==> src/design/urp_pkg.sv <==
// Purpose : Shared constants and state types for the serial register access port.
// Assumes : A 16x sample tick drives all bit timing.
// Notes   : Divider reset values give 9600 baud from a 77.76 MHz system clock.
package urp_pkg;

    // ------------------------------------------------------------------
    // Bit timing
    // ------------------------------------------------------------------
    localparam logic [3:0] TICK_MID  = 4'h7;  // Ticks from start edge to start-bit centre
    localparam logic [3:0] TICK_LAST = 4'hf;  // Last tick of a 16-tick bit
    localparam logic [2:0] BIT_LAST  = 3'h7;  // Index of the eighth data bit
    localparam logic [1:0] STRAP_WAIT = 2'h3; // Cycles before strap sample is trusted

    // ------------------------------------------------------------------
    // Protocol bytes and command fields
    // ------------------------------------------------------------------
    localparam logic [7:0] ZERO_BYTE    = 8'h00;
    localparam logic [7:0] ACK_BYTE     = 8'h5a;
    localparam logic [1:0] OP_NOP       = 2'h0;
    localparam logic [1:0] OP_READ      = 2'h1;
    localparam logic [1:0] OP_WRITE     = 2'h2;
    localparam int         CMD_OP_LSB   = 4;  // Command code sits in bits 5:4
    localparam int         CMD_HOLD_BIT = 1;  // Set holds the address for the burst
    localparam int         CMD_ACK_BIT  = 0;  // Set asks for an acknowledge byte

    // ------------------------------------------------------------------
    // Mode selection and divider configuration
    // ------------------------------------------------------------------
    localparam logic [1:0]  MODE_UART   = 2'h2;
    localparam int          CFG_DBL_BIT = 8;      // Double-address bit in numerator word
    localparam logic [7:0]  M_RST       = 8'h04;  // Numerator after reset
    localparam logic [15:0] LIMIT_RST   = 16'h07e5; // N minus M after reset
    localparam logic        DBL_RST     = 1'b1;   // Two address bytes after reset
    localparam logic [2:0]  SYNC_RST    = 3'h1;   // Strap bits low, receive line idle high

    // ------------------------------------------------------------------
    // State types
    // ------------------------------------------------------------------
    typedef enum logic [1:0] {
        R_IDLE  = 2'h0,
        R_START = 2'h1,
        R_DATA  = 2'h3,
        R_STOP  = 2'h2
    } urp_rx_st_t;

    typedef enum logic [1:0] {
        T_IDLE  = 2'h0,
        T_START = 2'h1,
        T_DATA  = 2'h3,
        T_STOP  = 2'h2
    } urp_tx_st_t;

    typedef enum logic [3:0] {
        P_ZERO  = 4'h0,
        P_CMD   = 4'h1,
        P_AHI   = 4'h3,
        P_ALO   = 4'h2,
        P_LEN   = 4'h6,
        P_WDATA = 4'h7,
        P_RDREQ = 4'h5,
        P_RDWT  = 4'h4,
        P_RDCAP = 4'hc,
        P_ACK   = 4'hd
    } urp_proto_st_t;

endpackage

==> src/design/urp_top.sv <==
// Purpose : Two-pin asynchronous serial port giving a host access to registers.
// Assumes : Register file answers a read one cycle after reg_re_o.
// Notes   : Framing is 8N1 at a 16x sample tick from a fractional divider.
`timescale 1ns/1ps

// Contract
// [RQ1] Serial mode from strap or boot select 10
// [RQ2] Receive and transmit pins only, no handshake
// [RQ3] One start, eight data, one stop, no parity
// [RQ4] Resync on start edge, sample bit centres
// [RQ5] M/N divider makes sixteen-times sample clock
// [RQ6] Numerator holds M, limit holds N minus M
// [RQ7] New divider values apply once port idle
// [RQ8] Reset divider gives 9600 baud: 4, 2021
// [RQ9] Burst address advances after each data byte
// [RQ10] Host sends zero, command, address, length, data
// [RQ11] High address byte ignored, low byte used
// [RQ12] Command bits 5:4: nop, read, write
// [RQ13] Command bit 1 set holds the address
// [RQ14] Command bit 0 requests acknowledge at completion
// [RQ15] Read data first, then acknowledge byte 5A
// [RQ16] Host keeps bursts inside one register page
// [RQ17] Double-address bit clear expects one address byte
// [RQ18] Unused command bits ignored, code 11 nop
// [RQ19] Transmit LSB first, sixteen ticks, idle high
module urp_top
    import urp_pkg::*;
(
    input  wire logic        clock_i,      // System clock
    input  wire logic        rstn_i,       // Synchronous reset, active low
    input  wire logic        ce_i,         // Clock enable, freezes all state when low
    input  wire logic [1:0]  mode_strap_i, // Mode strap pins, asynchronous
    input  wire logic        eep_sel_wr_i, // Boot loader writes interface select
    input  wire logic [1:0]  eep_sel_i,    // Interface select value from boot loader
    input  wire logic [15:0] baud_freq_i,  // Numerator word: M and double-address bit
    input  wire logic [15:0] baud_limit_i, // Limit word: N minus M
    input  wire logic        rx_i,         // Serial receive pin, asynchronous
    output logic             tx_o,         // Serial transmit pin
    output logic [7:0]       reg_addr_o,   // Register address
    output logic [7:0]       reg_wdata_o,  // Register write data
    output logic             reg_we_o,     // Register write strobe
    output logic             reg_re_o,     // Register read strobe
    input  wire logic [7:0]  reg_rdata_i,  // Read data, valid cycle after reg_re_o
    output logic             uart_mode_o,  // Serial host mode selected
    output logic             busy_o,       // Command or character in flight
    output logic             frame_err_o   // Bad stop bit seen, one cycle
);

    // ------------------------------------------------------------------
    // Decode helpers
    // ------------------------------------------------------------------
    function automatic logic [1:0] cmd_op(input logic [7:0] c);
        return c[CMD_OP_LSB +: 2]; // [RQ12] [RQ18]
    endfunction

    function automatic urp_proto_st_t finish_st(input logic [7:0] c);
        return c[CMD_ACK_BIT] ? P_ACK : P_ZERO; // [RQ14]
    endfunction

    // ------------------------------------------------------------------
    // Input synchronisers
    // ------------------------------------------------------------------
    logic [2:0] sync_in;
    logic [2:0] sync1_reg;
    logic [2:0] sync2_reg;
    assign sync_in = {mode_strap_i, rx_i};

    // Two flops per pin; only the second stage is looked at
    genvar gi;
    generate
        for (gi = 0; gi < 3; gi++) begin : g_sync
            always_ff @(posedge clock_i) begin
                if (!rstn_i) begin
                    sync1_reg[gi] <= SYNC_RST[gi];
                    sync2_reg[gi] <= SYNC_RST[gi];
                end else if (ce_i) begin
                    sync1_reg[gi] <= sync_in[gi];
                    sync2_reg[gi] <= sync1_reg[gi];
                end
            end
        end
    endgenerate

    logic       rx_s;
    logic [1:0] strap_s;
    assign rx_s    = sync2_reg[0]; // [RQ2]
    assign strap_s = sync2_reg[2:1];

    // ------------------------------------------------------------------
    // Mode selection
    // ------------------------------------------------------------------
    logic [1:0] cap_cnt_reg;
    logic [1:0] cap_cnt_next;
    logic       mode_reg;
    logic       mode_next;

    // Strap is taken after the synchroniser has filled; boot loader may override
    always_comb begin
        cap_cnt_next = cap_cnt_reg;
        mode_next    = mode_reg;
        if (cap_cnt_reg != STRAP_WAIT) begin
            cap_cnt_next = cap_cnt_reg + 2'h1;
            mode_next    = (strap_s == MODE_UART); // [RQ1]
        end
        if (eep_sel_wr_i) begin
            mode_next = (eep_sel_i == MODE_UART); // [RQ1]
        end
    end

    always_ff @(posedge clock_i) begin
        if (!rstn_i) begin
            cap_cnt_reg <= 2'h0;
            mode_reg    <= 1'b0;
        end else if (ce_i) begin
            cap_cnt_reg <= cap_cnt_next;
            mode_reg    <= mode_next;
        end
    end

    // ------------------------------------------------------------------
    // Divider configuration, applied only while idle
    // ------------------------------------------------------------------
    logic [7:0]  m_reg;
    logic [7:0]  m_next;
    logic [15:0] lim_reg;
    logic [15:0] lim_next;
    logic        dbl_reg;
    logic        dbl_next;
    logic        idle;
    logic        tick;
    logic        we_reg;
    urp_proto_st_t p_reg;
    urp_rx_st_t    rx_st_reg;
    urp_tx_st_t    tx_st_reg;

    assign idle = (p_reg == P_ZERO) && (rx_st_reg == R_IDLE) && (tx_st_reg == T_IDLE) && !we_reg;

    // Holding old values mid-command keeps a half-written divider from garbling bytes
    always_comb begin
        m_next   = m_reg;
        lim_next = lim_reg;
        dbl_next = dbl_reg;
        if (idle) begin
            m_next   = baud_freq_i[7:0];       // [RQ6] [RQ7]
            lim_next = baud_limit_i;           // [RQ6] [RQ7]
            dbl_next = baud_freq_i[CFG_DBL_BIT]; // [RQ17]
        end
    end

    always_ff @(posedge clock_i) begin
        if (!rstn_i) begin
            m_reg   <= M_RST;     // [RQ8]
            lim_reg <= LIMIT_RST; // [RQ8]
            dbl_reg <= DBL_RST;
        end else if (ce_i) begin
            m_reg   <= m_next;
            lim_reg <= lim_next;
            dbl_reg <= dbl_next;
        end
    end

    urp_frac_div u_div (
        .clock_i (clock_i),
        .rstn_i  (rstn_i),
        .ce_i    (ce_i),
        .m_i     (m_reg),
        .limit_i (lim_reg),
        .tick_o  (tick)
    );

    // ------------------------------------------------------------------
    // Receiver
    // ------------------------------------------------------------------
    urp_rx_st_t rx_st_next;
    logic [3:0] rx_cnt_reg;
    logic [3:0] rx_cnt_next;
    logic [2:0] rx_bit_reg;
    logic [2:0] rx_bit_next;
    logic [7:0] rx_sh_reg;
    logic [7:0] rx_sh_next;
    logic       rx_prev_reg;
    logic       rx_prev_next;
    logic       rx_vld_reg;
    logic       rx_vld_next;
    logic       ferr_reg;
    logic       ferr_next;

    // Edge found only at ticks, so start alignment is within one tick
    always_comb begin
        rx_st_next   = rx_st_reg;
        rx_cnt_next  = rx_cnt_reg;
        rx_bit_next  = rx_bit_reg;
        rx_sh_next   = rx_sh_reg;
        rx_prev_next = rx_prev_reg;
        rx_vld_next  = 1'b0;
        ferr_next    = 1'b0;
        if (tick) begin
            rx_prev_next = rx_s;
            rx_cnt_next  = rx_cnt_reg + 4'h1;
            case (rx_st_reg)
                R_IDLE: begin
                    rx_cnt_next = 4'h0;
                    if (rx_prev_reg && !rx_s) begin
                        rx_st_next = R_START; // [RQ4]
                    end
                end
                R_START: begin
                    if (rx_cnt_reg == TICK_MID) begin
                        rx_cnt_next = 4'h0;
                        rx_bit_next = 3'h0;
                        rx_st_next  = rx_s ? R_IDLE : R_DATA; // [RQ4]
                    end
                end
                R_DATA: begin
                    if (rx_cnt_reg == TICK_LAST) begin
                        rx_sh_next = {rx_s, rx_sh_reg[7:1]}; // [RQ3]
                        rx_bit_next = rx_bit_reg + 3'h1;
                        if (rx_bit_reg == BIT_LAST) begin
                            rx_st_next = R_STOP;
                        end
                    end
                end
                R_STOP: begin
                    if (rx_cnt_reg == TICK_LAST) begin
                        rx_vld_next = rx_s;  // [RQ3]
                        ferr_next   = !rx_s;
                        rx_st_next  = R_IDLE;
                    end
                end
                default: begin
                    rx_st_next = R_IDLE;
                end
            endcase
        end
        if (!mode_reg) begin
            rx_st_next = R_IDLE;
        end
    end

    always_ff @(posedge clock_i) begin
        if (!rstn_i) begin
            rx_st_reg   <= R_IDLE;
            rx_cnt_reg  <= 4'h0;
            rx_bit_reg  <= 3'h0;
            rx_sh_reg   <= 8'h00;
            rx_prev_reg <= 1'b1;
            rx_vld_reg  <= 1'b0;
            ferr_reg    <= 1'b0;
        end else if (ce_i) begin
            rx_st_reg   <= rx_st_next;
            rx_cnt_reg  <= rx_cnt_next;
            rx_bit_reg  <= rx_bit_next;
            rx_sh_reg   <= rx_sh_next;
            rx_prev_reg <= rx_prev_next;
            rx_vld_reg  <= rx_vld_next;
            ferr_reg    <= ferr_next;
        end
    end

    // ------------------------------------------------------------------
    // Transmitter
    // ------------------------------------------------------------------
    urp_tx_st_t tx_st_next;
    logic [3:0] tx_cnt_reg;
    logic [3:0] tx_cnt_next;
    logic [2:0] tx_bit_reg;
    logic [2:0] tx_bit_next;
    logic [7:0] tx_sh_reg;
    logic [7:0] tx_sh_next;
    logic       tx_line_reg;
    logic       tx_line_next;
    logic       tx_go;
    logic [7:0] tx_byte;

    // Start bit begins on a system edge; its length may fall short of 16 ticks by up to one tick
    always_comb begin
        tx_st_next   = tx_st_reg;
        tx_cnt_next  = tx_cnt_reg;
        tx_bit_next  = tx_bit_reg;
        tx_sh_next   = tx_sh_reg;
        tx_line_next = tx_line_reg;
        case (tx_st_reg)
            T_IDLE: begin
                tx_line_next = 1'b1; // [RQ19]
                if (tx_go) begin
                    tx_sh_next   = tx_byte;
                    tx_cnt_next  = 4'h0;
                    tx_line_next = 1'b0;
                    tx_st_next   = T_START;
                end
            end
            T_START: begin
                if (tick) begin
                    tx_cnt_next = tx_cnt_reg + 4'h1;
                    if (tx_cnt_reg == TICK_LAST) begin
                        tx_bit_next  = 3'h0;
                        tx_line_next = tx_sh_reg[0]; // [RQ19]
                        tx_st_next   = T_DATA;
                    end
                end
            end
            T_DATA: begin
                if (tick) begin
                    tx_cnt_next = tx_cnt_reg + 4'h1;
                    if (tx_cnt_reg == TICK_LAST) begin
                        tx_sh_next   = {1'b0, tx_sh_reg[7:1]};
                        tx_bit_next  = tx_bit_reg + 3'h1;
                        tx_line_next = tx_sh_reg[1]; // [RQ19]
                        if (tx_bit_reg == BIT_LAST) begin
                            tx_line_next = 1'b1; // [RQ3]
                            tx_st_next   = T_STOP;
                        end
                    end
                end
            end
            T_STOP: begin
                if (tick) begin
                    tx_cnt_next = tx_cnt_reg + 4'h1;
                    if (tx_cnt_reg == TICK_LAST) begin
                        tx_st_next = T_IDLE;
                    end
                end
            end
            default: begin
                tx_st_next   = T_IDLE;
                tx_line_next = 1'b1;
            end
        endcase
    end

    always_ff @(posedge clock_i) begin
        if (!rstn_i) begin
            tx_st_reg   <= T_IDLE;
            tx_cnt_reg  <= 4'h0;
            tx_bit_reg  <= 3'h0;
            tx_sh_reg   <= 8'h00;
            tx_line_reg <= 1'b1;
        end else if (ce_i) begin
            tx_st_reg   <= tx_st_next;
            tx_cnt_reg  <= tx_cnt_next;
            tx_bit_reg  <= tx_bit_next;
            tx_sh_reg   <= tx_sh_next;
            tx_line_reg <= tx_line_next;
        end
    end

    // ------------------------------------------------------------------
    // Command protocol
    // ------------------------------------------------------------------
    urp_proto_st_t p_next;
    logic [7:0]    cmd_reg;
    logic [7:0]    cmd_next;
    logic [7:0]    addr_reg;
    logic [7:0]    addr_next;
    logic [7:0]    cnt_reg;
    logic [7:0]    cnt_next;
    logic [7:0]    wd_reg;
    logic [7:0]    wd_next;
    logic          we_next;
    logic          re_reg;
    logic          re_next;
    logic          tx_busy;

    assign tx_busy = (tx_st_reg != T_IDLE);

    // Address steps the cycle after a write strobe and after read data is captured, so each access sees the old one
    always_comb begin
        p_next    = p_reg;
        cmd_next  = cmd_reg;
        addr_next = addr_reg;
        cnt_next  = cnt_reg;
        wd_next   = wd_reg;
        we_next   = 1'b0;
        re_next   = 1'b0;
        tx_go     = 1'b0;
        tx_byte   = ACK_BYTE;
        if ((we_reg || p_reg == P_RDCAP) && !cmd_reg[CMD_HOLD_BIT]) begin
            addr_next = addr_reg + 8'h01; // [RQ9] [RQ13]
        end
        case (p_reg)
            P_ZERO: begin
                if (rx_vld_reg && rx_sh_reg == ZERO_BYTE) begin
                    p_next = P_CMD;
                end
            end
            P_CMD: begin
                if (rx_vld_reg) begin
                    cmd_next = rx_sh_reg;
                    p_next   = dbl_reg ? P_AHI : P_ALO; // [RQ17]
                end
            end
            P_AHI: begin
                if (rx_vld_reg) begin
                    p_next = P_ALO; // [RQ11]
                end
            end
            P_ALO: begin
                if (rx_vld_reg) begin
                    addr_next = rx_sh_reg; // [RQ11]
                    p_next    = P_LEN;
                end
            end
            P_LEN: begin
                if (rx_vld_reg) begin
                    cnt_next = rx_sh_reg;
                    if (rx_sh_reg == 8'h00) begin
                        p_next = finish_st(cmd_reg);
                    end else if (cmd_op(cmd_reg) == OP_READ) begin
                        p_next = P_RDREQ; // [RQ12]
                    end else if (cmd_op(cmd_reg) == OP_WRITE) begin
                        p_next = P_WDATA; // [RQ12]
                    end else begin
                        p_next = finish_st(cmd_reg); // [RQ18]
                    end
                end
            end
            P_WDATA: begin
                if (rx_vld_reg) begin
                    wd_next  = rx_sh_reg;
                    we_next  = 1'b1;
                    cnt_next = cnt_reg - 8'h01;
                    if (cnt_reg == 8'h01) begin
                        p_next = finish_st(cmd_reg);
                    end
                end
            end
            P_RDREQ: begin
                if (!tx_busy) begin
                    re_next = 1'b1;
                    p_next  = P_RDWT;
                end
            end
            P_RDWT: begin
                p_next = P_RDCAP;
            end
            P_RDCAP: begin
                tx_go    = 1'b1;
                tx_byte  = reg_rdata_i;
                cnt_next = cnt_reg - 8'h01;
                p_next   = (cnt_reg == 8'h01) ? finish_st(cmd_reg) : P_RDREQ; // [RQ15]
            end
            P_ACK: begin
                if (!tx_busy) begin
                    tx_go  = 1'b1; // [RQ14] [RQ15]
                    p_next = P_ZERO;
                end
            end
            default: begin
                p_next = P_ZERO;
            end
        endcase
        if (!mode_reg) begin
            p_next = P_ZERO;
        end
    end

    always_ff @(posedge clock_i) begin
        if (!rstn_i) begin
            p_reg    <= P_ZERO;
            cmd_reg  <= 8'h00;
            addr_reg <= 8'h00;
            cnt_reg  <= 8'h00;
            wd_reg   <= 8'h00;
            we_reg   <= 1'b0;
            re_reg   <= 1'b0;
        end else if (ce_i) begin
            p_reg    <= p_next;
            cmd_reg  <= cmd_next;
            addr_reg <= addr_next;
            cnt_reg  <= cnt_next;
            wd_reg   <= wd_next;
            we_reg   <= we_next;
            re_reg   <= re_next;
        end
    end

    // ------------------------------------------------------------------
    // Outputs
    // ------------------------------------------------------------------
    assign tx_o        = tx_line_reg;
    assign reg_addr_o  = addr_reg;
    assign reg_wdata_o = wd_reg;
    assign reg_we_o    = we_reg;
    assign reg_re_o    = re_reg;
    assign uart_mode_o = mode_reg;
    assign busy_o      = !idle;
    assign frame_err_o = ferr_reg;

endmodule

==> src/design/urp_frac_div.sv <==
// Purpose : Fractional M/N divider producing a one-cycle sample tick.
// Assumes : Limit holds N minus M and is larger than zero.
// Notes   : Tick rate is clock rate times M over N, with jitter of one cycle.
`timescale 1ns/1ps
module urp_frac_div
    import urp_pkg::*;
(
    input  wire logic        clock_i,  // System clock
    input  wire logic        rstn_i,   // Synchronous reset, active low
    input  wire logic        ce_i,     // Clock enable
    input  wire logic [7:0]  m_i,      // Numerator M
    input  wire logic [15:0] limit_i,  // N minus M
    output logic             tick_o    // Sample tick, one cycle wide
);

    logic [16:0] acc_reg;
    logic [16:0] acc_next;
    logic        tick_next;

    // ------------------------------------------------------------------
    // Accumulator: add M each cycle, drop N whenever it wraps
    // ------------------------------------------------------------------
    always_comb begin
        tick_next = 1'b0;
        if (acc_reg >= {1'b0, limit_i}) begin
            // acc + M - N equals acc - limit, so no wider sum is needed
            acc_next  = acc_reg - {1'b0, limit_i}; // [RQ5]
            tick_next = 1'b1;
        end else begin
            acc_next = acc_reg + {9'h000, m_i};
        end
    end

    always_ff @(posedge clock_i) begin
        if (!rstn_i) begin
            acc_reg <= 17'h00000;
            tick_o  <= 1'b0;
        end else if (ce_i) begin
            acc_reg <= acc_next;
            tick_o  <= tick_next;
        end
    end

endmodule

==> config.mk <==
export PLATFORM = sky130hd
export DESIGN_NAME = urp_top
export DESIGN_NICKNAME = d
export VERILOG_FILES = /design/src/design/urp_pkg.sv /design/src/design/urp_top.sv /design/src/design/urp_frac_div.sv
export SDC_FILE = /design/constraint.sdc
export NUM_CORES = 1
export LEC_CHECK = 0
export ABC_CLOCK_PERIOD_IN_PS = 2500
export BUFFER_PORTS_ARGS = -buffer_cell sky130_fd_sc_hd__buf_2
export CAP_MARGIN = 20
export CORE_AREA = 2 2 118 120
export DETAILED_ROUTE_END_ITERATION = 8
export DIE_AREA = 0 0 120 122
export PLACE_DENSITY = 0.77
export SYNTH_ARGS = -nofsm -noshare
export SYNTH_HDL_FRONTEND = slang
export SYNTH_SLANG_ARGS = --single-unit
==> constraint.sdc <==
create_clock -name clock_i -period 2.5 [get_ports clock_i]
set_input_delay 0.5 -clock clock_i [delete_from_list [all_inputs] [get_ports clock_i]]
set_output_delay 0.5 -clock clock_i [all_outputs]
set_load 0.01 [all_outputs]
# --- After elaboration in Yosys (flattened, before gate mapping) ---
# Index checks and enable logic that the tools add are counted.
classes:
  eq_ne: 54
  n_mul: 0
  shifts: 0
  n_lt_le_gt_ge: 1
  bitwise: 0
  n_reduce_logical: 39
  n_mux: 81
  n_addsub: 9
  div: 0
op_table:
  columns: ["cell", "n"]
  rows:
  - ["$mux 4", 18]
  - ["$mux 8", 9]
  - ["$pmux 4 s10", 1]
  - ["$ne 3x3->1 const B", 12]
  - ["$mux 2", 16]
  - ["$pmux 8 s3", 1]
  - ["$eq 4x3->1 const B", 5]
  - ["$mux 1", 20]
  - ["$ne 2x2->1 const B", 10]
  - ["$mux 3", 6]
  - ["$add 17x8->17", 1]
  - ["$ge 17x16->1", 1]
  - ["$mux 17", 1]
  - ["$sub 17x16->17", 1]
  - ["$eq 4x4->1 const B", 4]
  - ["$pmux 2 s4", 2]
  - ["$pmux 4 s2", 2]
  - ["$pmux 8 s2", 1]
  - ["$eq 2x2->1 const B", 7]
  - ["$pmux 3 s2", 2]
  - ["$reduce_and 6->1", 2]
  - ["$ne 2x1->1 const B", 5]
  - ["$reduce_and 10->1", 1]
  - ["$reduce_and 5->1", 2]
  - ["other kinds (27)", 54]
totals:
  inputBits: 49
  latchBits: 0
  mem_bits_ro: 0
  elab_cells: 216
  register_bits: 126
  memories: 0
  mem_bits_rw: 0

# --- Depth between registers and ports, before layout ---
# Gate-level depths: netlist (run 1).
logic_depth:
  word_depth: 7
  mapped_depth: 12
  depth_no_buf: 10

# --- Modules after synthesis ---
# From an unflattened synthesis (run 1), not the netlist that was laid out.
unflattened:
  cells_unflattened: 911
  hier_area_um2: 7308.3
by_module_without_submodules:
  columns: ["module", "seq_area_each_um2", "area_per_inst_um2", "instances", "cells_each"]
  rows:
  - ["urp_top", 2122.0, 5141.2, 1, 617]
  - ["urp_frac_div", 360.3, 2167.1, 1, 294]

# --- Worst setup path before layout (run 1) ---
# No wires, ideal clock.
synth_path:
  path_type: "register to register"
  startpoint: "register u_div.acc_reg[0]"
  endpoint: "register u_div.acc_reg[14]"
  t_arrival_ns: 2.262
  period_less_slack_ns: 2.357
  setup_time_ns: 0.095
  stages_incl_launch_ff: 11
  setup_slack_ns: 0.143
  cell_sequence: "dfxtp_1 -> inv_1 -> ha_1 -> fa_1 -> nor2b_1 -> o21bai_4 -> a31oi_2 -> o211ai_1 -> a21oi_1 -> or4b_1 -> o311ai_1"
synth_via:
  elab_chain_len: 2
  elab_cells_between_ends: 4
synth_rtl:
  columns: ["element", "line_no", "source"]
  rows:
  - ["start: declaration", "urp_frac_div.sv:16", "logic [16:0] acc_reg;"]
  - ["start signal: assignment", "urp_frac_div.sv:39", "acc_reg <= acc_next;"]
  - ["$add 17x8->17 (tied with other cells)", "urp_frac_div.sv:30", "acc_next = acc_reg + {9'h000, m_i};"]
  - ["$mux 17 (*)", "urp_frac_div.sv:25", "if (acc_reg >= {1'b0, limit_i}) begin"]
# Mark *: on every way between the ends. The rest lies on a longest branch, timed or not.
# A chain may end at the register's enable or synchronous reset.

# --- Worst setup path in the final report (run 1) ---
layout_path:
  startpoint: "register lim_reg[4]"
  endpoint: "register u_div.acc_reg[14]"
layout_via:
  elab_chain_len: 2
  elab_cells_between_ends: 3
layout_rtl:
  columns: ["element", "line_no", "source"]
  rows:
  - ["start: declaration", "urp_top.sv:125", "logic [15:0] lim_reg;"]
  - ["start signal: assignment", "urp_top.sv:157", "lim_reg <= lim_next;"]
  - ["$sub 17x16->17 or $ge 17x16->1 (tied branches)", "urp_frac_div.sv:27, urp_frac_div.sv:25", null]
  - ["$mux 17 (*)", "urp_frac_div.sv:25", null]
# Marks and branches as above.

==> results of run 1 <==
worst register-to-register path: stages, from the launching register on:
cell      delay (ns)
dfxtp_1         0.32
inv_1           0.05
ha_1            0.40
nand4_2         0.20
o21bai_4        0.24
a31oi_4         0.20
o211ai_1        0.14
a21oi_2         0.21
or4b_4          0.49
o311ai_1        0.10
power by group:
group          switching (mW)  total [mW]  internal, mW  leakage, nW
clock                   0.906        2.55          1.64        0.300
sequential              0.116        2.24          2.13         1.01
combinational            1.34        2.44          1.10         2.14
total                    2.37        7.24          4.87         3.45
cells by family after synthesis:
| family | share of synthesized area (%) |
|---|---|
| buffers and inverters | 5.51 |
| AO/OA/AOI/OAI | 23.9 |
| XOR/XNOR | 2.09 |
| AND/OR/NAND/NOR | 22.3 |
| adder cells (fa/ha/maj) | 7.25 |
| multiplexers | 3.96 |
| flip-flops | 34.9 |
per-stage QoR:
stage	hold WS, ns	setup TNS, ns
finish	0.293	0
global route	0.297	-0.0766
CTS	0.280	0
detailed placement	0.443	-0.0623
global placement	0.440	0
floorplan	0.432	0
worst paths after layout:
path                       startpoint                              to
max           lim_reg[4]$_SDFFE_PN0P_  u_div.acc_reg[14]$_SDFFE_PN0P_
min reg2reg  lim_reg[13]$_SDFFE_PN0P_        lim_reg[13]$_SDFFE_PN0P_
max reg2reg   lim_reg[4]$_SDFFE_PN0P_  u_div.acc_reg[14]$_SDFFE_PN0P_
min                    baud_freq_i[2]           m_reg[2]$_SDFFE_PN1P_
layout by cell type, fill, tap and decap left out, drive strengths merged, types with 4 or more instances in the layout:
| cell type | Yosys | layout |
|---|---|---|
| and2 | 4 | 4 |
| ha | 38 | 38 |
| dfxtp | 124 | 124 |
| nor4b | 4 | 4 |
| a21boi | 4 | 4 |
| o21ai | 58 | 58 |
| or3 | 4 | 4 |
| a22oi | 4 | 4 |
| xor2 | 8 | 8 |
| o211ai | 16 | 16 |
| nor4 | 10 | 10 |
| xnor2 | 9 | 9 |
| a211oi | 12 | 12 |
| inv | 40 | 41 |
| nor2b | 8 | 8 |
| nor3 | 23 | 23 |
| nor3b | 6 | 6 |
| nand2 | 109 | 109 |
| o221ai | 4 | 4 |
| nand3b | 5 | 5 |
| nand3 | 37 | 37 |
| a31oi | 10 | 10 |
| a32oi | 5 | 5 |
| nand2b | 8 | 8 |
| buf | 17 | 103 |
| a221oi | 4 | 4 |
| o21bai | 7 | 7 |
| clkinv | 1 | 6 |
| o22ai | 7 | 7 |
| clkbuf | 29 | 22 |
| o21a | 11 | 11 |
| nor2 | 82 | 82 |
| a21o | 10 | 10 |
| mux2i | 27 | 27 |
| nand4 | 13 | 13 |
| and3 | 7 | 7 |
| a21oi | 88 | 88 |
repair_timing:
action	4_1_cts	5_1_grt
gates resized for setup	4	25
endpoints found under the setup margin	2	17
pin swaps	1	6
routing by layer:
layer / track usage [%] / up-vias / wire (microns)
met4: 9.41 / 0 / 310
met1: 31.4 / 3112 / 7760
met3: 5.57 / 25 / 962
met5: 0 / - / 0
met2: 43.3 / 191 / 8720
li1: - / 3393 / -
area by class of cell:
| cell class | count | area (sq um) |
|---|---|---|
| fill | 1143 | 5030 |
| multi-input combinational | 682 | 4350 |
| sequential | 124 | 2480 |
| timing repair buffer | 103 | 641 |
| clock buffer | 22 | 474 |
| tap | 180 | 225 |
| inverter | 41 | 154 |
| clock inverter | 10 | 139 |
==> impl_metrics.env, run 1 <==
export IMPL_outcome="finished, final reports clean"
export IMPL_synthFlopType="dfxtp_1"
export IMPL_die_area_sq_um=14600
export IMPL_largest_reg_flops=17
export IMPL_drtAntennaViolNets=0
export IMPL_numCtsBuffers=17
export IMPL_hold_path_depth=3
export IMPL_r2r_slack_ns=0.07
export IMPL_htree_levels=4
export IMPL_fmax_ghz=0.411
export IMPL_synth_nets=983
export IMPL_p_leak_nw=3.45
export IMPL_holdBufCountCts=0
export IMPL_synth_seq_cells=124
export IMPL_area_delta_synth_final_pct=19.1
export IMPL_avgRoutedWirePerCell_microns=15.3
export IMPL_clk_path_buf_depth=2
export IMPL_yosysUniqueCellTypes=77
export IMPL_start_util_pct=52.7
export IMPL_arrival_ns=2.76
export IMPL_finalCritPeriodShare_pct=97.3
export IMPL_drive_above_1_share_pct=17.6
export IMPL_row_count=43
export IMPL_insertion_delay_ns=0.42
export IMPL_criticalPathCategory="register to register"
export IMPL_r2r_cells=9
export IMPL_seq_area_frac_synth_pct=34.9
export IMPL_grt_ovfl_total=0
export IMPL_clk_transition_reported_paths_ns=0.06
export IMPL_fin_area_sq_um=8470
export IMPL_cts_root_buf="clkbuf_16"
export IMPL_synth_edff_count=0
export IMPL_synthCells=894
export IMPL_grt_pass1_wl_mm=30.2
export IMPL_io_pins=71
export IMPL_die_y_microns=122
export IMPL_drt_pass1_iterations=6
export IMPL_synth_async_reset_ratio_pct=0
export IMPL_grt_max_degree=58
export IMPL_relSlewSlack_pct=52.2
export IMPL_syn_area_sq_um=7110
export IMPL_coreArea_sq_um=13500
export IMPL_finalCoreUtilization_pct=62.7
export IMPL_wirelength_mm=17.8
export IMPL_place_area_sq_um=7740
export IMPL_synth_common_cells="124 x dfxtp_1, 109 x nand2_1, 88 x a21oi_1"
export IMPL_yosysWarnings=0
export IMPL_hp_class="primary input to register"
export IMPL_ir_worst_vdd_uv=572
export IMPL_fin_cells=1162
export IMPL_drt_vias_per_instance=5.78
export IMPL_worst_slack_ns=0.0675
export IMPL_cp_max_fo=5
export IMPL_dp_cells=1130
export IMPL_slew_violations=0
export IMPL_die_w_microns=120
export IMPL_place_hpwl_mm=12.4
export IMPL_post_cts_setup_buffer_count=0
export IMPL_critical_path_cell_chain="inv_1 > ha_1 > nand4_2 > o21bai_4 > a31oi_4 > o211ai_1 > a21oi_2 > or4b_4 > o311ai_1"
export IMPL_start_kind="register"
export IMPL_drv_cap=0
export IMPL_yosysMostFrequentCell="dfxtp_1"
export IMPL_required_ns=2.83
export IMPL_yosys_area_top_type_share_pct=34.9
export IMPL_dp_slack_ns=-0.0623
export IMPL_place_port_buffers=63
export IMPL_clock_sinks=124
export IMPL_diodes=0
export IMPL_setup_viol=0
export IMPL_synth_area_per_cell_sq_um=7.95
export IMPL_place_gp_congestion=0.865
export IMPL_synthTopCellsByArea="dfxtp_1 35%, ha_1 6.7%, a21oi_1 6.2%, nand2_1 5.8%, nor2_1 4.3%"
export IMPL_drt_iter0_markers=441
export IMPL_cp_slowest_stage_delay_ns=0.49
export IMPL_cpMaxStageDelayCell="or4b_4"
export IMPL_via_count=6721
export IMPL_cts_tree="built"
export IMPL_skew_ns=0.00836
export IMPL_powerDensity_nw_per_um2=855
export IMPL_cp_depth=9
export IMPL_nets=1058
export IMPL_cp_end_kind="register"
export IMPL_yosysTopAreaCell="dfxtp_1"
export IMPL_min_period_ns=2.43
export IMPL_worst_pin_slew_ns=0.711
export IMPL_drc=0
export IMPL_hold_viol_final=0
export IMPL_grt_pass1_vias=6469
export IMPL_antenna_found_initial=0
export IMPL_grt_usage_pct=25.4
export IMPL_crit_family="compound AO/OA/AOI/OAI gates"
export IMPL_power_mw=7.24
export IMPL_cp_num_buf_inv=1
(Power assumes the default switching activity.)
==> inputs of run 2 (changes only) <==
--- a/config.mk
+++ b/config.mk
@@ -8,9 +8,9 @@
 export ABC_CLOCK_PERIOD_IN_PS = 2500
 export BUFFER_PORTS_ARGS = -buffer_cell sky130_fd_sc_hd__buf_2
 export CAP_MARGIN = 20
-export CORE_AREA = 2 2 118 120
+export CORE_AREA = 5 5 121 123
 export DETAILED_ROUTE_END_ITERATION = 8
-export DIE_AREA = 0 0 120 122
+export DIE_AREA = 0 0 126 128
 export PLACE_DENSITY = 0.77
 export SYNTH_ARGS = -nofsm -noshare
 export SYNTH_HDL_FRONTEND = slang
==> run 2 against run 1 <==
  * Sequential power about the same
  * Routed wire length decreased by 0.88%
  * Core utilization fell by 0.85 points
  * Non-clock buffer count rose by 1
  * Cell area decreased by 0.96%
  * Critical endpoint unchanged
  * Largest cell class unchanged
  * Largest power group unchanged
==> impl_metrics.env, run 2 (synthesis results as in run 1) <==
export IMPL_outcome="finished, final reports clean"
export IMPL_coreArea_sq_um=13600
export IMPL_cts_tree="built"
export IMPL_power_frac_comb_pct=32.4
export IMPL_area_delta_synth_final_pct=18.0
export IMPL_holdBufCountCts=0
export IMPL_p_sw_mw=2.24
export IMPL_drc=0
export IMPL_nets=1059
export IMPL_setup_viol=0
export IMPL_skew_ns=0.00822
export IMPL_setup_tns_ns=0
export IMPL_fmax_ghz=0.416
export IMPL_htree_levels=4
export IMPL_clkPwrFrac_pct=35.8
export IMPL_start_util_pct=52.4
export IMPL_clk_transition_reported_paths_ns=0.05
export IMPL_min_period_ns=2.40
export IMPL_arrival_ns=2.73
export IMPL_ir_worst_vdd_uv=430
export IMPL_diodes=0
export IMPL_io_pins=71
export IMPL_hold_path_depth=3
export IMPL_fillers=1216
export IMPL_row_count=43
export IMPL_clk_path_buf_depth=2
export IMPL_r2r_slack_ns=0.1
export IMPL_numCtsBuffers=17
export IMPL_hp_start="rx_i"
export IMPL_largest_reg_flops=17
export IMPL_most_common_layout_cells="123 x dfxtp_1, 109 x nand2_1, 84 x a21oi_1"
export IMPL_grt_ovfl_total=0
export IMPL_swShare_pct=31.6
export IMPL_clock_sinks=124
export IMPL_worst_pin_slew_ns=0.665
export IMPL_drv_cap=0
export IMPL_die_w_microns=126
export IMPL_via_count=6754
export IMPL_cts_root_buf="clkbuf_16"
export IMPL_grt_usage_pct=22.0
export IMPL_cpMaxStageDelayCell="or4b_1"
export IMPL_hold_viol_final=0
export IMPL_start_kind="register"
export IMPL_drt_vias_per_instance=5.81
export IMPL_post_cts_setup_buffer_count=0
export IMPL_grt_pass1_vias=6425
export IMPL_drt_iter0_markers=490
export IMPL_final_common_cell="dfxtp_1"
export IMPL_finalCritPeriodShare_pct=96.2
export IMPL_slew_violations=0
export IMPL_place_gp_congestion=0.888
export IMPL_power_mw=7.10
export IMPL_internal_power_mw=4.85
export IMPL_avgRoutedWirePerCell_microns=15.1
export IMPL_grt_max_degree=62
export IMPL_drive_above_1_share_pct=16.0
export IMPL_cp_end_kind="register"
export IMPL_powerDensity_nw_per_um2=846
export IMPL_hp_class="primary input to register"
export IMPL_insertion_delay_ns=0.42
export IMPL_drtAntennaViolNets=0
export IMPL_antenna_found_initial=0
export IMPL_place_hpwl_mm=12.4
export IMPL_r2r_cells=11
export IMPL_critical_path_cell_chain="inv_1 > ha_1 > fa_1 > nor2b_1 > buf_4 > o21bai_4 > a31oi_2 > o211ai_1 > a21oi_2 > or4b_1 > o311ai_1"
export IMPL_cp_max_fo=4
export IMPL_hold_path_end="sync1_reg[0]$_SDFFE_PN1P_"
export IMPL_drt_pass1_iterations=5
export IMPL_cp_slowest_stage_delay_ns=0.45
export IMPL_r2r_end="u_div.acc_reg[14]$_SDFFE_PN0P_"
export IMPL_relSlewSlack_pct=55.3
export IMPL_required_ns=2.83
export IMPL_p_leak_nw=3.45
export IMPL_place_port_buffers=63
export IMPL_die_area_sq_um=16100
export IMPL_r2r_start="u_div.acc_reg[0]$_SDFFE_PN0P_"
export IMPL_grt_pass1_wl_mm=29.3
export IMPL_wirelength_mm=17.6
export IMPL_seq_power_share_pct=31.8
export IMPL_die_y_microns=128
export IMPL_criticalPathCategory="register to register"
[run 2: per-stage QoR]
stage | util (%) | cell area, sq um | std cells | hold WS (ns) | worst slack [ns]
after detailed placement | 56.9 | 7720 | 1131 | 0.447 | 0.0344
after global routing | 61.9 | 8390 | 1162 | 0.303 | -0.0314
after global placement | 56.9 | 7720 | 1131 | 0.439 | 0.0508
after CTS | 61.5 | 8340 | 1162 | 0.292 | 0.0114
final | 61.9 | 8390 | 1162 | 0.305 | 0.0962
after floorplan | - | 7110 | 894 | 0.432 | 0.143
[run 2: area by class of cell]
| type | instances | area, sq um | share of cell area (%) |
|---|---|---|---|
| clock buffers | 24 | 472 | 5.62 |
| clock inverters | 7 | 138 | 1.64 |
| inverters | 41 | 154 | 1.83 |
| multi-input cells | 682 | 4290 | 51.1 |
| flip-flops and latches | 124 | 2480 | 29.6 |
| well taps | 180 | 225 | 2.68 |
| repair buffers | 104 | 627 | 7.47 |
[run 2: how the worst max path moves through the flow]
stage / slack [ns] / startpoint / to
after CTS: 0.01 / u_div.acc_reg[0]$_SDFFE_PN0P_ / u_div.acc_reg[14]$_SDFFE_PN0P_
after floorplan: 0.14 / u_div.acc_reg[0]$_SDFFE_PN0P_ / u_div.acc_reg[14]$_SDFFE_PN0P_
final: 0.1 / u_div.acc_reg[0]$_SDFFE_PN0P_ / u_div.acc_reg[14]$_SDFFE_PN0P_
after global placement: 0.05 / u_div.acc_reg[0]$_SDFFE_PN0P_ / u_div.acc_reg[14]$_SDFFE_PN0P_
after detailed placement: 0.03 / u_div.acc_reg[0]$_SDFFE_PN0P_ / u_div.acc_reg[14]$_SDFFE_PN0P_
after global routing: -0.03 / lim_reg[1]$_SDFFE_PN0P_ / u_div.acc_reg[15]$_SDFFE_PN0P_
[run 2: repair_timing]
item / 4_1_cts / 5_1_grt
hold endpoints to repair: 0 / 0
resized for setup: 1 / 15
pin swaps: 0 / 3
setup endpoints to repair: 1 / 12
[run 2: metal layers]
layer / vias to the layer above / track usage, % / part of all wire [%]
li1: 3391 / - / -
met1: 3184 / 25.5 / 42
met2: 146 / 39.4 / 51
met3: 33 / 4.92 / 4.3
met4: 0 / 8.71 / 2.3
met5: - / 0 / 0
[run 2: critical path, delay by kind of cell, from the launching register on]
kind / cells / cell delay [ns]
simple gates: 2 / 0.57
flops: 1 / 0.33
buf+inv: 2 / 0.18
compound gates: 5 / 0.65
fa+ha+maj: 2 / 0.58
[run 2: power groups by stage]
stage	registers, mW	logic [mW]	clock network [mW]
finish	2.25	2.30	2.54
global route	2.27	2.57	2.69
CTS	2.25	2.21	2.59
detailed placement	2.28	2.18	0
global placement	2.28	2.15	0
floorplan	2.27	1.64	0
==> inputs of run 3 (changes only) <==
==> constraint.sdc (replaced) <==
create_clock -name clock_i -period 2.5 [get_ports clock_i]
set_input_delay 0.5 -clock clock_i [delete_from_list [all_inputs] [get_ports clock_i]]
set_output_delay 0.5 -clock clock_i [all_outputs]
set_load 0.1 [all_outputs]
==> run 3 against run 2 <==
  * Routed wire length rose by 2.1%
  * Maximum frequency fell by 1.2%
  * Die area unchanged
  * Global-route usage rose by 0.31 points
  * Clock-buffer cell count fell by 1
  * Setup slack got worse by 0.028 ns
  * Via count grew 0.93%
  * Critical path depth is the same
  * First-iteration DRC count increased by 3.1%
  * Sequential share of layout area decreased by 0.11 points
  * Sequential power barely moved
  * Critical endpoint unchanged
  * Largest cell class unchanged
==> impl_metrics.env, run 3 (synthesis results as in run 1) <==
export IMPL_drt_iter0_markers=505
export IMPL_start_util_pct=52.4
export IMPL_drt_pass1_iterations=5
export IMPL_min_period_ns=2.43
export IMPL_grt_pass1_wl_mm=30.0
export IMPL_p_leak_nw=3.46
export IMPL_area_delta_synth_final_pct=18.4
export IMPL_coreArea_sq_um=13600
export IMPL_die_area_sq_um=16100
export IMPL_r2r_slack_ns=0.07
export IMPL_row_count=43
export IMPL_p_sw_mw=2.32
export IMPL_dp_cells=1132
export IMPL_most_common_layout_cells="123 x dfxtp_1, 109 x nand2_1, 85 x a21oi_1"
export IMPL_largest_reg_flops=17
export IMPL_insertion_delay_ns=0.42
export IMPL_grt_usage_pct=22.3
export IMPL_nets=1061
export IMPL_multi_input_area_sq_um=4310
export IMPL_r2r_end="u_div.acc_reg[14]$_SDFFE_PN0P_"
export IMPL_antenna_found_initial=0
export IMPL_numCtsBuffers=17
export IMPL_swShare_pct=32.3
export IMPL_htree_levels=4
export IMPL_hold_viol_final=0
export IMPL_internal_power_mw=4.86
export IMPL_clk_path_buf_depth=2
export IMPL_cp_max_fo=4
export IMPL_slew_violations=0
export IMPL_outcome="finished, final reports clean"
export IMPL_cts_root_buf="clkbuf_16"
export IMPL_fmax_ghz=0.411
export IMPL_ff_latch_area_sq_um=2480
export IMPL_r2r_start="u_div.acc_reg[0]$_SDFFE_PN0P_"
export IMPL_gr_usage_met2_pct=40.4
export IMPL_cts_tree="built"
export IMPL_skew_ns=0.00673
export IMPL_use_met1_pct=26.0
export IMPL_rsz0062_at_grt="yes"
export IMPL_hold_path_end="lim_reg[10]$_SDFFE_PN1P_"
export IMPL_hp_class="primary input to register"
export IMPL_cp_end_kind="register"
export IMPL_finalCritPeriodShare_pct=97.3
export IMPL_worst_slack_ns=0.0677
export IMPL_diodes=0
export IMPL_required_ns=2.83
export IMPL_powerDensity_nw_per_um2=853
export IMPL_setup_viol=0
export IMPL_io_pins=71
export IMPL_arrival_ns=2.76
export IMPL_grt_use_met3_pct=4.75
export IMPL_grt_ovfl_total=0
export IMPL_wirelength_mm=18.0
export IMPL_die_w_microns=126
export IMPL_relSlewSlack_pct=51.4
export IMPL_die_y_microns=128
export IMPL_drt_vias_per_instance=5.86
export IMPL_r2r_cells=11
export IMPL_clkPwrFrac_pct=35.5
export IMPL_fillers=1203
export IMPL_place_gp_congestion=0.893
export IMPL_ir_worst_vdd_uv=567
export IMPL_avgRoutedWirePerCell_microns=15.4
export IMPL_fin_cells=1164
export IMPL_seq_power_share_pct=31.4
export IMPL_start_kind="register"
export IMPL_dp_slack_ns=-0.0103
export IMPL_setup_tns_ns=0
export IMPL_grt_max_degree=62
export IMPL_grt_pass1_vias=6460
export IMPL_power_frac_comb_pct=33.1
export IMPL_via_count=6817
export IMPL_worst_pin_slew_ns=0.722
export IMPL_holdBufCountCts=0
export IMPL_clock_sinks=124
export IMPL_clk_transition_reported_paths_ns=0.05
export IMPL_hold_path_depth=3
export IMPL_hp_start="baud_limit_i[10]"
export IMPL_place_port_buffers=63
export IMPL_final_common_cell="dfxtp_1"
export IMPL_drtAntennaViolNets=0
export IMPL_drc=0
export IMPL_drive_above_1_share_pct=16.5
export IMPL_place_hpwl_mm=12.6
export IMPL_busiest_layer="met2"
export IMPL_drv_cap=0
export IMPL_criticalPathCategory="register to register"
run 3: area by class of cell:
cell class                 instances  share of cell area, %
multi-input combinational        682                   51.2
sequential                       124                   29.5
timing repair buffer             106                   7.61
clock buffer                      23                   5.56
tap                              180                   2.68
inverter                          41                   1.83
clock inverter                     8                   1.66
run 3: worst max-delay path, cell delays in order (launching register included):
cell and delay, ns:
dfxtp_2 0.34, inv_1 0.04, ha_1 0.21, fa_2 0.35, nor2b_1 0.12, buf_4 0.14
o21bai_4 0.07, a31oi_4 0.20, o211ai_1 0.12, a21oi_2 0.19, or4b_1 0.46, o311ai_1 0.10
run 3: worst max-delay path by stage:
stage                                             start                        endpoint  cells after the start
final                     u_div.acc_reg[0]$_SDFFE_PN0P_  u_div.acc_reg[14]$_SDFFE_PN0P_                     11
after floorplan               tx_st_reg[0]$_SDFFE_PN0P_                          busy_o                      6
after global routing            lim_reg[1]$_SDFFE_PN0P_  u_div.acc_reg[15]$_SDFFE_PN0P_                      9
after CTS                 u_div.acc_reg[0]$_SDFFE_PN0P_  u_div.acc_reg[14]$_SDFFE_PN0P_                     11
after detailed placement  u_div.acc_reg[0]$_SDFFE_PN0P_  u_div.acc_reg[16]$_SDFFE_PN0P_                     12
after global placement    u_div.acc_reg[0]$_SDFFE_PN0P_  u_div.acc_reg[14]$_SDFFE_PN0P_                     11
run 3: power by group through the flow:
stage | registers (mW) | logic [mW] | clock network (mW)
2_1_floorplan | 2.28 | 1.65 | 0
3_3_place_gp | 2.28 | 2.17 | 0
3_5_place_dp | 2.28 | 2.21 | 0
4_1_cts | 2.25 | 2.26 | 2.59
5_1_grt | 2.27 | 2.63 | 2.69
6_report | 2.25 | 2.38 | 2.55
run 3: timing repair:
item | CTS | global route
buffers inserted | 0 | 1
setup endpoints to repair | 2 | 10
gates resized for setup | 2 | 17
pin swaps | 0 | 2
run 3: per-stage QoR:
step | power [mW] | util [%] | cell area, sq um | hold slack, ns
4_1_cts | 7.10 | 61.5 | 8340 | 0.288
2_1_floorplan | 3.93 | - | 7110 | 0.432
3_3_place_gp | 4.45 | 57.0 | 7730 | 0.439
6_report | 7.18 | 62.1 | 8420 | 0.298
5_1_grt | 7.59 | 62.1 | 8420 | 0.302
3_5_place_dp | 4.49 | 57.0 | 7730 | 0.448
run 3: routing by layer:
metal | routed length, microns | share of wire [%] | up-vias
met5 | 0 | 0 | -
met4 | 391 | 2.2 | 0
met3 | 845 | 4.7 | 42
met2 | 9200 | 51 | 176
met1 | 7530 | 42 | 3215
li1 | - | - | 3384
